--- config.mk ---
export PLATFORM = sky130hd
export DESIGN_NAME = aisr_top
export DESIGN_NICKNAME = d
export VERILOG_FILES = /design/src/aisr_pkg.sv /design/src/aisr_chan_decode.sv /design/src/aisr_top.sv
export SDC_FILE = /design/constraint.sdc
export NUM_CORES = 1
export LEC_CHECK = 0
export ABC_AREA = 1
export ABC_CLOCK_PERIOD_IN_PS = 1300
export BUFFER_PORTS_ARGS = -buffer_cell sky130_fd_sc_hd__buf_2
export CAP_MARGIN = 15
export CELL_PAD_IN_SITES_DETAIL_PLACEMENT = 2
export CELL_PAD_IN_SITES_GLOBAL_PLACEMENT = 2
export CORE_AREA = 2 2 106 108
export DETAILED_ROUTE_END_ITERATION = 12
export DIE_AREA = 0 0 108 110
export PLACE_DENSITY = 0.76
export SLEW_MARGIN = 20
export SYNTH_ARGS = -nofsm -noshare
export SYNTH_HDL_FRONTEND = slang
export SYNTH_SLANG_ARGS = --single-unit
export TNS_END_PERCENT = 20
--- constraint.sdc ---
create_clock -name clk_sys_i -period 1.3 [get_ports clk_sys_i]
set_input_delay 0.13 -clock clk_sys_i [delete_from_list [all_inputs] [get_ports clk_sys_i]]
set_output_delay 0.13 -clock clk_sys_i [all_outputs]
set_load 0.1 [all_outputs]
--- src/aisr_pkg.sv ---
// Package: register map, field layout and types of the input select block
package aisr_pkg;

  // Register indices; byte address is four times the index
  localparam logic [7:0] IDX_RESULT_LOW  = 8'h78;
  localparam logic [7:0] IDX_RESULT_HIGH = 8'h79;
  localparam logic [7:0] IDX_CTRL_STAT_A = 8'h7A;
  localparam logic [7:0] IDX_INPUT_SEL   = 8'h7C;
  localparam int         ADDR_W          = 10;
  localparam logic [1:0] ADDR_LSB_ZERO   = 2'h0;

  // Reset values
  localparam logic [7:0] INPUT_SEL_RST   = 8'h00;
  localparam logic [9:0] RESULT_RST      = 10'h000;

  // Field positions in input_reference_select
  localparam int REF_SEL_HI  = 7;
  localparam int REF_SEL_LO  = 6;
  localparam int LEFT_ADJ    = 5;
  localparam int CHAN_SEL_HI = 4;
  localparam int CHAN_SEL_LO = 0;

  // Field positions in converter_control_status_a
  localparam int CSA_START   = 6;
  localparam int CSA_DONE    = 4;

  // Result alignment
  localparam int RES_W       = 10;
  localparam int PAD_W       = 6;

  // Channel code landmarks
  localparam logic [4:0] CHAN_SE_LAST   = 5'h07;
  localparam logic [4:0] CHAN_DIFF_HI   = 5'h10;
  localparam logic [4:0] CHAN_DIFF_LAST = 5'h1D;
  localparam logic [4:0] CHAN_BANDGAP   = 5'h1E;
  localparam logic [4:0] CHAN_GROUND    = 5'h1F;
  localparam logic [2:0] NEG_INPUT_1    = 3'h1;
  localparam logic [2:0] NEG_INPUT_2    = 3'h2;

  // Reference sources
  typedef enum logic [1:0] {
    REF_PIN      = 2'h0,
    REF_SUPPLY   = 2'h1,
    REF_INT_1V1  = 2'h2,
    REF_INT_2V56 = 2'h3
  } aisr_ref_t;

  // Gain settings
  typedef enum logic [1:0] {
    GAIN_1X   = 2'h0,
    GAIN_10X  = 2'h1,
    GAIN_200X = 2'h2
  } aisr_gain_t;

  // Input selection register image
  typedef struct packed {
    aisr_ref_t  ref_sel;
    logic       left_adj;
    logic [4:0] chan_sel;
  } aisr_sel_t;

  // Decoded routing of a channel code
  typedef struct packed {
    logic       diff;
    logic       bandgap;
    logic       ground;
    aisr_gain_t gain;
    logic [2:0] pos_input;
    logic [2:0] neg_input;
  } aisr_route_t;

endpackage : aisr_pkg

--- src/aisr_chan_decode.sv ---
// Registered decoder from channel code to input routing and gain
`timescale 1ns/1ps
module aisr_chan_decode (
  // Clock, reset, enable
  input  wire logic                 clk_sys_i,
  input  wire logic                 rst_i,
  input  wire logic                 ce_i,
  // Channel code in, routing out
  input  wire logic [4:0]           chan_sel_i,
  output aisr_pkg::aisr_route_t     route_o
);

  aisr_pkg::aisr_route_t route_ff;
  aisr_pkg::aisr_route_t nxt_route;

  assign route_o = route_ff;

  //////////////////////////////////////////////////////////////////////////////
  // channel code map
  always_comb begin
    nxt_route           = '0;
    nxt_route.gain      = aisr_pkg::GAIN_1X;
    nxt_route.pos_input = chan_sel_i[2:0];
    if (chan_sel_i <= aisr_pkg::CHAN_SE_LAST) begin
      nxt_route.diff = 1'b0;
    end else if (chan_sel_i < aisr_pkg::CHAN_DIFF_HI) begin
      nxt_route.diff      = 1'b1;
      nxt_route.gain      = chan_sel_i[1] ? aisr_pkg::GAIN_200X : aisr_pkg::GAIN_10X;
      nxt_route.pos_input = {1'b0, chan_sel_i[2], chan_sel_i[0]};
      nxt_route.neg_input = {1'b0, chan_sel_i[2], 1'b0};
    end else if (chan_sel_i <= aisr_pkg::CHAN_DIFF_LAST) begin
      nxt_route.diff      = 1'b1;
      nxt_route.neg_input = chan_sel_i[3] ? aisr_pkg::NEG_INPUT_2 : aisr_pkg::NEG_INPUT_1;
    end else if (chan_sel_i == aisr_pkg::CHAN_BANDGAP) begin
      nxt_route.bandgap   = 1'b1;
      nxt_route.pos_input = 3'h0;
    end else begin
      nxt_route.ground    = 1'b1;
      nxt_route.pos_input = 3'h0;
    end
  end

  always_ff @(posedge clk_sys_i) begin
    if (rst_i) begin
      route_ff <= '0;
    end else if (ce_i) begin
      route_ff <= nxt_route;
    end
  end

endmodule : aisr_chan_decode

--- src/aisr_top.sv ---
// Converter input selection, deferred apply, result capture and formatting
//
// Functional notes
// - Result register loads only when conversion done flag gets set.
// - Single-ended result is an unsigned 10-bit code, 0x000 to 0x3FF.
// - Differential result is 10-bit two's complement, -512 to +511.
// - Top result bit is the sign for differential results.
// - Left adjust bit one gives left aligned, zero right aligned result.
// - Left adjust change realigns the result at once, even mid-conversion.
// - Reference select written mid-conversion applies only after it completes.
// - Channel and gain select written mid-conversion applies only after completion.
// - Reference codes: pin, analog supply, internal 1.1 V, internal 2.56 V.
// - Codes 0-7 single-ended, 0x1E bandgap, 0x1F ground, rest differential.
// - Codes 0x08-0x0F give 10x or 200x, 0x10-0x1D give unity gain.
// - Left aligned uses bits 15..6, right aligned 9..0, others zero.
// - After a low byte read, result holds until the high byte is read.
`timescale 1ns/1ps
module aisr_top (
  // Clock, reset, enable
  input  wire logic                     clk_sys_i,
  input  wire logic                     rst_i,
  input  wire logic                     ce_i,
  // Avalon-MM register slave
  input  wire logic [aisr_pkg::ADDR_W-1:0] avs_address_i,
  input  wire logic                     avs_read_i,
  input  wire logic                     avs_write_i,
  input  wire logic [31:0]              avs_writedata_i,
  input  wire logic [3:0]               avs_byteenable_i,
  output logic      [31:0]              avs_readdata_o,
  output logic                          avs_waitrequest_o,
  // Converter core
  output logic                          conv_start_o,
  input  wire logic                     conv_done_i,
  input  wire logic [9:0]               conv_data_i,
  // Applied analog selection and busy status
  output aisr_pkg::aisr_ref_t           ref_sel_o,
  output aisr_pkg::aisr_route_t         route_o,
  output logic                          busy_o
);

  //////////////////////////////////////////////////////////////////////////////
  // Declarations

  aisr_pkg::aisr_sel_t   sel_ff;
  aisr_pkg::aisr_sel_t   applied_ff;
  aisr_pkg::aisr_route_t route_w;
  aisr_pkg::aisr_ref_t   ref_ff;

  logic [31:0]                 readdata_ff;
  logic [31:0]                 nxt_readdata;
  logic                        waitreq_ff;
  logic                        start_ff;
  logic                        busy_ff;
  logic                        done_ff;
  logic                        lock_ff;
  logic [aisr_pkg::RES_W-1:0]  result_ff;
  logic [aisr_pkg::RES_W-1:0]  nxt_code;
  logic [15:0]                 fmt_result;
  logic                        req;
  logic                        accept;
  logic                        wr_acc;
  logic                        rd_acc;
  logic [7:0]                  word_idx;
  logic                        addr_aligned;
  logic                        hit_sel;
  logic                        hit_csa;
  logic                        hit_low;
  logic                        hit_high;
  logic                        wr_sel;
  logic                        wr_start;
  logic                        wr_done_clr;
  logic                        rd_low;
  logic                        rd_high;

  //////////////////////////////////////////////////////////////////////////////
  // Output drive

  assign avs_readdata_o    = readdata_ff;
  assign avs_waitrequest_o = waitreq_ff;
  assign conv_start_o      = start_ff;
  assign busy_o            = busy_ff;
  assign ref_sel_o         = ref_ff;
  assign route_o           = route_w;

  //////////////////////////////////////////////////////////////////////////////
  // Bus decode

  assign req          = avs_read_i | avs_write_i;
  assign accept       = req & waitreq_ff;
  assign wr_acc       = accept & avs_write_i;
  assign rd_acc       = accept & avs_read_i & ~avs_write_i;
  assign word_idx     = avs_address_i[9:2];
  assign addr_aligned = (avs_address_i[1:0] == aisr_pkg::ADDR_LSB_ZERO);

  assign hit_sel  = addr_aligned & (word_idx == aisr_pkg::IDX_INPUT_SEL);
  assign hit_csa  = addr_aligned & (word_idx == aisr_pkg::IDX_CTRL_STAT_A);
  assign hit_low  = addr_aligned & (word_idx == aisr_pkg::IDX_RESULT_LOW);
  assign hit_high = addr_aligned & (word_idx == aisr_pkg::IDX_RESULT_HIGH);

  assign wr_sel      = wr_acc & hit_sel & avs_byteenable_i[0];
  assign wr_start    = wr_acc & hit_csa & avs_byteenable_i[0]
                       & avs_writedata_i[aisr_pkg::CSA_START];
  assign wr_done_clr = wr_acc & hit_csa & avs_byteenable_i[0]
                       & avs_writedata_i[aisr_pkg::CSA_DONE];
  assign rd_low      = rd_acc & hit_low;
  assign rd_high     = rd_acc & hit_high;

  //////////////////////////////////////////////////////////////////////////////
  // Wait request: one wait cycle, then one cycle low per access

  always_ff @(posedge clk_sys_i) begin
    if (rst_i) begin
      waitreq_ff <= 1'b1;
    end else if (ce_i) begin
      waitreq_ff <= ~accept;
    end
  end

  //////////////////////////////////////////////////////////////////////////////
  // Result formatting

  // choose alignment from live left adjust bit
  // live bit realigns stored result at once
  always_comb begin
    if (sel_ff.left_adj) begin
      fmt_result = {result_ff, {aisr_pkg::PAD_W{1'b0}}};
    end else begin
      fmt_result = {{aisr_pkg::PAD_W{1'b0}}, result_ff};
    end
  end

  //////////////////////////////////////////////////////////////////////////////
  // Read data

  always_comb begin
    nxt_readdata = readdata_ff;
    if (rd_acc) begin
      nxt_readdata = 32'h0000_0000;
      if (hit_sel) begin
        nxt_readdata[7:0] = sel_ff;
      end else if (hit_csa) begin
        nxt_readdata[aisr_pkg::CSA_START] = busy_ff;
        nxt_readdata[aisr_pkg::CSA_DONE]  = done_ff;
      end else if (hit_low) begin
        nxt_readdata[7:0] = fmt_result[7:0];
      end else if (hit_high) begin
        // sign bit lands in top result bit
        nxt_readdata[7:0] = fmt_result[15:8];
      end
    end
  end

  always_ff @(posedge clk_sys_i) begin
    if (rst_i) begin
      readdata_ff <= 32'h0000_0000;
    end else if (ce_i) begin
      readdata_ff <= nxt_readdata;
    end
  end

  //////////////////////////////////////////////////////////////////////////////
  // Selection register, software image

  always_ff @(posedge clk_sys_i) begin
    if (rst_i) begin
      sel_ff <= aisr_pkg::INPUT_SEL_RST;
    end else if (ce_i && wr_sel) begin
      sel_ff <= aisr_pkg::aisr_sel_t'(avs_writedata_i[7:0]);
    end
  end

  //////////////////////////////////////////////////////////////////////////////
  // Applied selection, frozen during a conversion

  // channel and gain deferred while busy
  always_ff @(posedge clk_sys_i) begin
    if (rst_i) begin
      applied_ff <= aisr_pkg::INPUT_SEL_RST;
    end else if (ce_i) begin
      if (!busy_ff || conv_done_i) begin
        applied_ff <= wr_sel ? aisr_pkg::aisr_sel_t'(avs_writedata_i[7:0]) : sel_ff;
      end
    end
  end

  always_ff @(posedge clk_sys_i) begin
    if (rst_i) begin
      ref_ff <= aisr_pkg::REF_PIN;
    end else if (ce_i) begin
      ref_ff <= applied_ff.ref_sel;
    end
  end

  aisr_chan_decode u_decode (
    .clk_sys_i  (clk_sys_i),
    .rst_i      (rst_i),
    .ce_i       (ce_i),
    .chan_sel_i (applied_ff.chan_sel),
    .route_o    (route_w)
  );

  //////////////////////////////////////////////////////////////////////////////
  // Conversion start and busy

  always_ff @(posedge clk_sys_i) begin
    if (rst_i) begin
      start_ff <= 1'b0;
    end else if (ce_i) begin
      start_ff <= wr_start & ~busy_ff;
    end
  end

  always_ff @(posedge clk_sys_i) begin
    if (rst_i) begin
      busy_ff <= 1'b0;
    end else if (ce_i) begin
      if (wr_start && !busy_ff) begin
        busy_ff <= 1'b1;
      end else if (conv_done_i) begin
        busy_ff <= 1'b0;
      end
    end
  end

  //////////////////////////////////////////////////////////////////////////////
  // Conversion done flag, write one to clear, set wins

  always_ff @(posedge clk_sys_i) begin
    if (rst_i) begin
      done_ff <= 1'b0;
    end else if (ce_i) begin
      if (busy_ff && conv_done_i) begin
        done_ff <= 1'b1;
      end else if (wr_done_clr) begin
        done_ff <= 1'b0;
      end
    end
  end

  //////////////////////////////////////////////////////////////////////////////
  // Result capture

  // offset-binary differential code to two's complement
  always_comb begin
    if (route_w.diff) begin
      nxt_code = {~conv_data_i[9], conv_data_i[8:0]};
    end else begin
      nxt_code = conv_data_i;
    end
  end

  // low byte read locks until high byte read
  always_ff @(posedge clk_sys_i) begin
    if (rst_i) begin
      lock_ff <= 1'b0;
    end else if (ce_i) begin
      if (rd_high) begin
        lock_ff <= 1'b0;
      end else if (rd_low) begin
        lock_ff <= 1'b1;
      end
    end
  end

  // load result together with done flag
  always_ff @(posedge clk_sys_i) begin
    if (rst_i) begin
      result_ff <= aisr_pkg::RESULT_RST;
    end else if (ce_i) begin
      if (busy_ff && conv_done_i && !lock_ff) begin
        result_ff <= nxt_code;
      end
    end
  end

endmodule : aisr_top

Yosys cells after proc, flatten, opt, wreduce, memory -nomap -nowiden

Cells that the tools add are included.

Register bits: 51
Logic and storage cells: 97
Output and inout port bits: 48

Magnitude comparators: 3
Bitwise gates (word level): 22
Eq/ne operators: 5
Reduce and logical (&&, ||, !) cells: 17
Mux-type cells: 31

Operator list:

| kind                                                                              | number |
|---|---|
| 8-bit by 7-bit equality test with 1-bit output (second input constant)            | 4 |
| 8-bit 2-to-1 mux                                                                  | 4 |
| 10-bit 2-to-1 mux                                                                 | 2 |
| 1-bit bitwise AND                                                                 | 17 |
| 16-bit 2-to-1 mux                                                                 | 1 |
| 1-bit 2-to-1 mux                                                                  | 15 |
| 2-bit AND reduction                                                               | 6 |
| 2-bit 2-to-1 mux                                                                  | 5 |
| 3-bit 2-to-1 mux                                                                  | 2 |
| 6-bit 2-to-1 mux                                                                  | 1 |
| 2-bit nonzero test                                                                | 3 |
| 5-bit equality test (second input constant)                                       | 1 |
| 5-bit by 3-bit less-or-equal comparator with 1-bit output (second input constant) | 1 |
| 5-bit less-or-equal comparator (second input constant)                            | 1 |
| 5-bit < comparator (second input constant)                                        | 1 |
| 1-bit logical AND                                                                 | 4 |
| 4-bit 2-to-1 mux                                                                  | 1 |
| 1-bit NOT                                                                         | 4 |
| 1-bit logical NOT                                                                 | 2 |
| 2-bit logical NOT                                                                 | 1 |
| 1-bit logical OR                                                                  | 1 |
| 1-bit bitwise OR                                                                  | 1 |

Logic depth before layout (Yosys ltp)

Gate-level depths: netlist of the first run.

Depth in word-level cells: 9
Gate-level depth with buffers: 10

Cells and area by module

From an unflattened synthesis of the first run, not the netlist that was laid out.

Cell total of the unflattened synthesis: 360
Area total of the unflattened synthesis: 2627.5 um^2

By module, submodules not included:

| module           | sequential area each (um^2) | area an instance (um^2) | cells an instance | instances |
|---|---|---|---|---|
| aisr_top         | 800.8                       | 2172.1                  | 299               | 1 |
| aisr_chan_decode | 200.2                       | 455.4                   | 61                | 1 |

Least setup slack after synthesis of the first run

OpenSTA, ideal clock, no wires.

Path kind: register -> register
Start: register busy_ff, in the netlist busy_o
End: register applied_ff[3] (netlist bit)
Setup time: 0.109 ns
Stages on the path, launching flop included: 9
Slack: -0.638 ns
Arrival time: 1.829 ns
Cell sequence: dfxtp_1 -> inv_1 -> o21ai_2 -> inv_1 -> buf_2 -> o21ai_0 -> inv_1 -> nand2_1 -> inv_1

Longest elaborated chain between the ends: 3

Ends and longest elaborated chain:

| element                       | RTL line        | RTL |
|---|---|---|
| start: declaration            | aisr_top.sv:53  | `logic busy_ff;` |
| start signal: assignment      | aisr_top.sv:215 | `busy_ff <= 1'b0;` |
| start signal: assignment      | aisr_top.sv:218 | `busy_ff <= 1'b1;` |
| start signal: assignment      | aisr_top.sv:220 | `busy_ff <= 1'b0;` |
| 1-bit logical NOT             | aisr_top.sv:180 | `if (!busy_ff \|\| conv_done_i) begin` |
| 1-bit logical OR              | aisr_top.sv:180 |  |
| 2-bit AND reduction (no line) | n/a             |  |
| end signal: assignment        | aisr_top.sv:178 | `applied_ff <= aisr_pkg::INPUT_SEL_RST;` |
| end signal: assignment        | aisr_top.sv:181 | `applied_ff <= wr_sel ? aisr_pkg::aisr_sel_t'(avs_writedata_i[7:0]) : sel_ff;` |
| end: declaration              | aisr_top.sv:45  | `aisr_pkg::aisr_sel_t applied_ff;` |

Every way passes these cells.
A chain may end at the register's enable or synchronous reset.

Worst setup path after layout of the first run

Start: register readdata_ff[1], in the netlist avs_readdata_o[1]
End: output avs_readdata_o[1]

RTL lines:

| element                  | RTL line        | RTL |
|---|---|---|
| start: declaration       | aisr_top.sv:49  | `logic [31:0] readdata_ff;` |
| start signal: assignment | aisr_top.sv:157 | `readdata_ff <= nxt_readdata;` |
| end: declaration         | aisr_top.sv:29  | `output logic [31:0] avs_readdata_o,` |

No word-level cell between the ends.

==> results.md, run 1 <==
- Power density cells: around 1100 mW/mm^2
- Hold Buf Count CTS: 0
- Total Routing Usage GR: 0.150
- Yosys warnings: 0
- DRC viols: 0
- Worst path bufs/invs: 1
- Asr flop ratio synth: 0
- Synth area leaders: dfxtp_1, nand2_1, buf_4, a21oi_1, inv_1
- Final Max Slew Viols: 0
- I/O pin cnt: 110
- Worst-Skew Late Latency: 0.30 ns
- Commonest register cell after synthesis: dfxtp_1
- Crit path max fanout: 2
- Achievable Freq: 793 MHz
- Worst-path cell chain: buf_2
- # H-tree levels: 2
- Setup Fix Bufs, Post-CTS: 0
- Vias in the first global route: 2789
- Slowest CP cell: buf_2
- Seq pwr share: 0.464
- Sinks on Clock Net: 50
- Number of port buffers: 57
- Max-cap viol count: 0
- CP Launch Type: flip-flop
- Setup violators final: 0
- Compound-Gate Fraction of Synth Area: 0.195
- Initial drt markers: 58
- Die Area: 0.0119 sq mm
- CP Class: reg2out
- Root Buffer: clkbuf_8
- DP Cell Count: 574
- Seq/Total Area, Yosys: 0.381
- Sum Neg Setup Slack: 0 ns
- Post-route ant nets: 0
- Clock share of power: 0.284
- Longest individual stage delay on the worst path: 0.45 ns
- Pint: 2.14 mW
- Worst VDD drop: 450 uV
- Placeable core area: 0.0107 sq mm
- Post-synth top area share: 0.381
- WL/cell: 14.6 um
- Unique masters post-synth: 30
- Pwr Total: 3.43 mW
- Simple-gate area share of the yosys netlist: 0.240
- Post-DP Area: 0.00310 sq mm
- Remaining global-route overflow: 0
- Routed via count: 2624
- CTS tree: done
- Worst min-delay path class: in2reg
- Dpl hpwl: 6630 um
- RePlAce Congestion: 0.810
- Longest Clk Path Bufs: 2
- Cell Count, Final, Fillers Out: approximately 600
- Die W: 108 um
- Post-DR vias/cell: ~4.5
- Outcome: finished clean
- Share of cells above drive strength 1: 0.278
- P&R area growth vs syn: 23.4%
- Antenna violations before repair: 1
- Die Y: 110 um
- Clock Pin Slew Worst Setup and Hold Paths: 0.10 ns
- Leak Pwr: 1.51 nW
- Global-route wire length before repair: 14000 um
- CP arrival: 1.13 ns
- Number of synthesized flops with an enable pin: 0
- Post-Syn Area per Cell: around 7 sq um
- Flop and latch count out of synthesis: 50
- CP required: between 1 and 1.5 ns
- P_sw: approximately 1.3 mW
- Largest net degree at the start of global routing: 36
- Initial Util: 0.245
- Net Sw Frac: 0.376
- Yosys top cell by area: dfxtp_1
- Fill cells: 1327
- Synth Cell Area: 0.00263 sq mm
- Drt total wl: ~8600 um
- Main combinational cell family by area after synthesis: simple AND/OR/NAND/NOR gates
- Adder-Cell Fraction of Synth Area: 0
- Design area: ~0.0032 sq mm
- CP endpoint kind: output port
- Mux contribution to synthesized area: 0.00381
- Fin. Hold Viols: 0
- Cell Rows: 38
- First-pass DRT Iterations: 4
- Critical path's top delay family: buffers and inverters
- Layout Skew: 0.00687 ns
- CTS Buf Count: 5
- Layout Utilization: 0.303
- RSZ-0062 raised after global routing: true
- Comb pwr share: 0.253
- Cells after Synth: 369
- Part of the cycle the worst path needs: 0.970
- Post-route minimum period: 1.26 ns
- Total Nets Final: 504
- Post-synthesis xor/xnor area fraction: 0.00333
==> cell usage after synthesis (2+ instances only) <==
cell type and instances:
o21ai_1 9, nor2_1 37, nor2_2 2, o21ai_0 34, nand3_1 11, nor2_4 5, nand2_1 57, clkbuf_1 5
inv_2 3, a31oi_1 3, buf_4 28, inv_1 46, a211oi_2 2, nand3_2 5, a21oi_1 38, o21ai_2 2
dfxtp_1 50, buf_6 2, o211ai_1 3, buf_2 5, nand4_1 12, nand3b_1 2
==> power groups by stage <==
stage               combinational [mW]  clock, mW  sequential (mW)
finish                           0.867      0.974             1.59
global route                     0.920       1.09             1.60
CTS                              0.864       1.02             1.59
detailed placement               0.858          0             1.63
global placement                 0.842          0             1.63
floorplan                        0.526          0             1.83
==> cell type report <==
type | count | area (sq um) | area share
diodes | 2 | 5.00 | 0.00154
repair inverters | 1 | 5.00 | 0.00154
inverters | 49 | 188 | 0.0579
clock buffers | 6 | 82.6 | 0.0255
flip-flops and latches | 50 | 1010 | 0.312
well taps | 140 | 175 | 0.0541
multi-input cells | 254 | 1280 | 0.397
repair buffers | 81 | 478 | 0.147
clock inverters | 2 | 12.5 | 0.00386
==> flip-flops by register name (all words and copies together) (netlist names) <==
name / count
applied_ff: 7
avs_readdata_o: 8
avs_waitrequest_o: 1
busy_o: 1
conv_start_o: 1
done_ff: 1
lock_ff: 1
ref_sel_o: 2
result_ff: 10
sel_ff: 8
u_decode.route_o: 10
==> layer usage <==
layer  part of all wire  up-vias  global-route usage
li1                   -     1297                   -
met1               0.43     1265               0.171
met2               0.52       57               0.292
met3              0.044        5              0.0288
met4             0.0065        0              0.0275
met5                  0        -                   0
==> cells in the final DEF, fill, tap and decap left out <==
cell type / n
dfxtp_4: 2
clkinvlp_2: 1
nand3_4: 2
mux2i_1: 1
o21ai_2: 2
diode_2: 2
a211oi_1: 1
nor2_1: 36
o21ai_1: 13
clkinv_2: 1
o21a_1: 1
buf_12: 1
a211oi_2: 2
a31oi_1: 3
nand4_1: 12
a21oi_1: 38
conb_1: 25
nand3b_1: 2
xnor2_1: 1
nand3_1: 10
nor4_1: 1
buf_2: 57
clkbuf_8: 6
nor2_4: 5
clkinvlp_4: 2
nor2_2: 3
buf_4: 23
inv_1: 40
nand2_4: 1
dfxtp_1: 47
a21oi_2: 1
nand2_1: 56
nand2_2: 1
nand3_2: 4
dfxtp_2: 1
o211ai_1: 3
o21ai_0: 30
inv_2: 8
==> path summary, 6_finish.rpt <==
check	start	to	slack, ns	cells after the start
worst min-delay path	conv_data_i[1]	result_ff[1]	0.05	3
worst max-delay path	avs_readdata_o[1]	avs_readdata_o[1]	0.04	1
worst min register to register	u_decode.route_o[8]	u_decode.route_o[8]	0.47	2
worst max register to register	avs_waitrequest_o	lock_ff	0.05	6
==> stage by stage <==
| step | worst slack [ns] | hold slack [ns] |
|---|---|---|
| global placement | -0.0602 | 0.361 |
| CTS | -0.00892 | 0.0444 |
| detailed placement | -0.0901 | 0.369 |
| global route | -0.0598 | 0.0386 |
| floorplan | -0.0832 | 0.265 |
| finish | 0.0395 | 0.0530 |
==> what timing repair did <==
action / CTS / global route
cloned: 0 / 1
endpoints found under the setup margin: 11 / 28
resized for setup: 3 / 11
pin swaps: 0 / 0
==> kinds of logic (layout without fill, tap and decap cells) <==
family,count (synthesis),count (layout)
XOR/XNOR,1,1
multiplexers,1,1
AND/OR/NAND/NOR,133,133
buffers and inverters,89,139
flip-flops,50,50
other,1,27
AO/OA/AOI/OAI,94,94
Power figures use the tool's default switching activity.
==> inputs of run 2 (changes only) <==
--- a/config.mk
+++ b/config.mk
@@ -9,12 +9,10 @@
 export ABC_CLOCK_PERIOD_IN_PS = 1300
 export BUFFER_PORTS_ARGS = -buffer_cell sky130_fd_sc_hd__buf_2
 export CAP_MARGIN = 15
-export CELL_PAD_IN_SITES_DETAIL_PLACEMENT = 2
-export CELL_PAD_IN_SITES_GLOBAL_PLACEMENT = 2
-export CORE_AREA = 2 2 106 108
+export CORE_AREA = 2 2 77 79
 export DETAILED_ROUTE_END_ITERATION = 12
-export DIE_AREA = 0 0 108 110
-export PLACE_DENSITY = 0.76
+export DIE_AREA = 0 0 79 81
+export PLACE_DENSITY = 0.84
 export SLEW_MARGIN = 20
 export SYNTH_ARGS = -nofsm -noshare
 export SYNTH_HDL_FRONTEND = slang
==> constraint.sdc (replaced) <==
create_clock -name clk_sys_i -period 1.3 [get_ports clk_sys_i]
set_input_delay 0.13 -clock clk_sys_i [delete_from_list [all_inputs] [get_ports clk_sys_i]]
set_output_delay 0.13 -clock clk_sys_i [all_outputs]
set_load 0.05 [all_outputs]
==> results.md, run 2 (synthesis gave the netlist of run 1 again) <==
- Remaining global-route overflow: 0
- Setup WS post-layout: 0.0674 ns
- Largest net degree at the start of global routing: 30
- CTS Buf Count: 5
- Initial Util: 0.463
- Total Nets Final: 501
- Cell Rows: 28
- CP Launch Type: flip-flop
- Slowest CP cell: dfxtp_4
- Achievable Freq: 811 MHz
- Post-route ant nets: 0
- Pwr Total: approximately 3 mW
- CTS tree: done
- Outcome: finished clean
- Worst VDD drop: approximately 730 uV
- Sum Neg Setup Slack: 0 ns
- Leak Pwr: 1.50 nW
- Commonest non-fill, non-tap cell in the layout: buf_2
- Clock Pin Slew Worst Setup and Hold Paths: 0.08 ns
- Part of the cycle the worst path needs: 0.948
- Setup violators final: 0
- Power density cells: 965 mW/mm^2
- Number of port buffers: 57
- RSZ-0062 raised after global routing: true
- Layout Skew: between 0.007 and 0.008 ns
- Worst min-delay path class: in2reg
- Worst-Skew Late Latency: 0.30 ns
- Fill cells: 545
- Crit path max fanout: 5
- CP required: 1.52 ns
- Antenna violations before repair: 0
- Layout Utilization: 0.550
- RePlAce Congestion: 0.860
- Post-DP Area: between 0.002 and 0.003 sq mm
- Longest Clk Path Bufs: 2
- Sinks on Clock Net: 50
- Final Max Slew Viols: 0
- Placeable core area: 0.00568 sq mm
- Max-cap viol count: 0
- Root Buffer: clkbuf_8
- Post-DR vias/cell: 4.90
- CP endpoint kind: flip-flop
- First-pass DRT Iterations: 4
- Commonest non-fill, non-tap cells in the layout: buf_2, nand2_1, dfxtp_1
- Worst R2R Path Depth: 7
- Total Routing Usage GR: 0.207
- Drt total wl: about 6000 um
- Share of cells above drive strength 1: 0.261
- Die W: just under 80 um
- Hold depth: 3
- I/O pin cnt: 110
- Vias in the first global route: 2340
- CP arrival: 1.45 ns
- Design area: 0.00312 sq mm
- Place WS: -0.0761 ns
- Worst-path cell chain: inv_1 > nor2_2 > inv_2 > nor2_4 > buf_4 > nor2_1 > a211oi_2
- N_diodes: 0
- Fin. Hold Viols: 0
- Initial drt markers: 98
- P&R area growth vs syn: 18.9%
- Global-route wire length before repair: 10500 um
- CP Class: reg2reg
- Dpl hpwl: ~4700 um
- Longest individual stage delay on the worst path: 0.37 ns
- Routed via count: 2523
- Die Area: 0.00640 sq mm
- Post-route minimum period: 1.23 ns
- WL/cell: 11.8 um
- DRC viols: 0
- Die Y: slightly above 80 um
- # H-tree levels: 2
- Reg2Reg Setup Slack: 0.07 ns
run 2: area by class of cell:
| cell class | instances | area [sq um] | share of cell area |
|---|---|---|---|
| Multi-Input combinational cell | 254 | 1280 | 0.411 |
| Clock buffer | 8 | 80.1 | 0.0256 |
| Inverter | 49 | 190 | 0.0609 |
| Timing Repair Buffer | 79 | 467 | 0.149 |
| Tap cell | 75 | 93.8 | 0.0300 |
| Sequential cell | 50 | 1010 | 0.323 |
run 2: where the power goes:
| group | switching [mW] | total (mW) | internal (mW) |
|---|---|---|---|
| combinational | 0.438 | 0.580 | 0.142 |
| sequential | 0.0247 | 1.59 | 1.57 |
| clock | 0.461 | 0.843 | 0.383 |
run 2: critical path: cells and delay by family (launching register included):
family	cells	cell delay, ns
DFF	1	0.37
and+or+nand+nor	3	0.35
buffers and inverters	3	0.29
AOI/OAI and AO/OA	1	0.13
run 2: path summary, 6_finish.rpt:
kind	from	end
max reg2reg	busy_o	result_ff[9]
min	conv_data_i[1]	result_ff[1]
max	busy_o	result_ff[9]
min reg2reg	u_decode.route_o[3]	u_decode.route_o[3]
run 2: routing by layer:
metal | routed length [um] | up-vias | share of wire | GRT usage
li1 | - | 1295 | - | -
met1 | 2790 | 1135 | 0.46 | 0.270
met2 | 2870 | 84 | 0.47 | 0.341
met3 | 316 | 9 | 0.052 | 0.0400
met4 | 115 | 0 | 0.019 | 0.0776
met5 | 0 | - | 0 | 0
run 2: per-stage QoR:
stage	hold WS (ns)	instances
after detailed placement	0.361	506
after global routing	0.0596	515
after floorplan	0.265	393
after CTS	0.0539	514
final	0.0547	515
after global placement	0.352	506
run 2: what timing repair did:
item,in CTS,in global routing
hold buffers,0,0
setup buffers,0,1
gates resized for setup,1,12
pin swaps,0,1
setup endpoints to repair,1,22
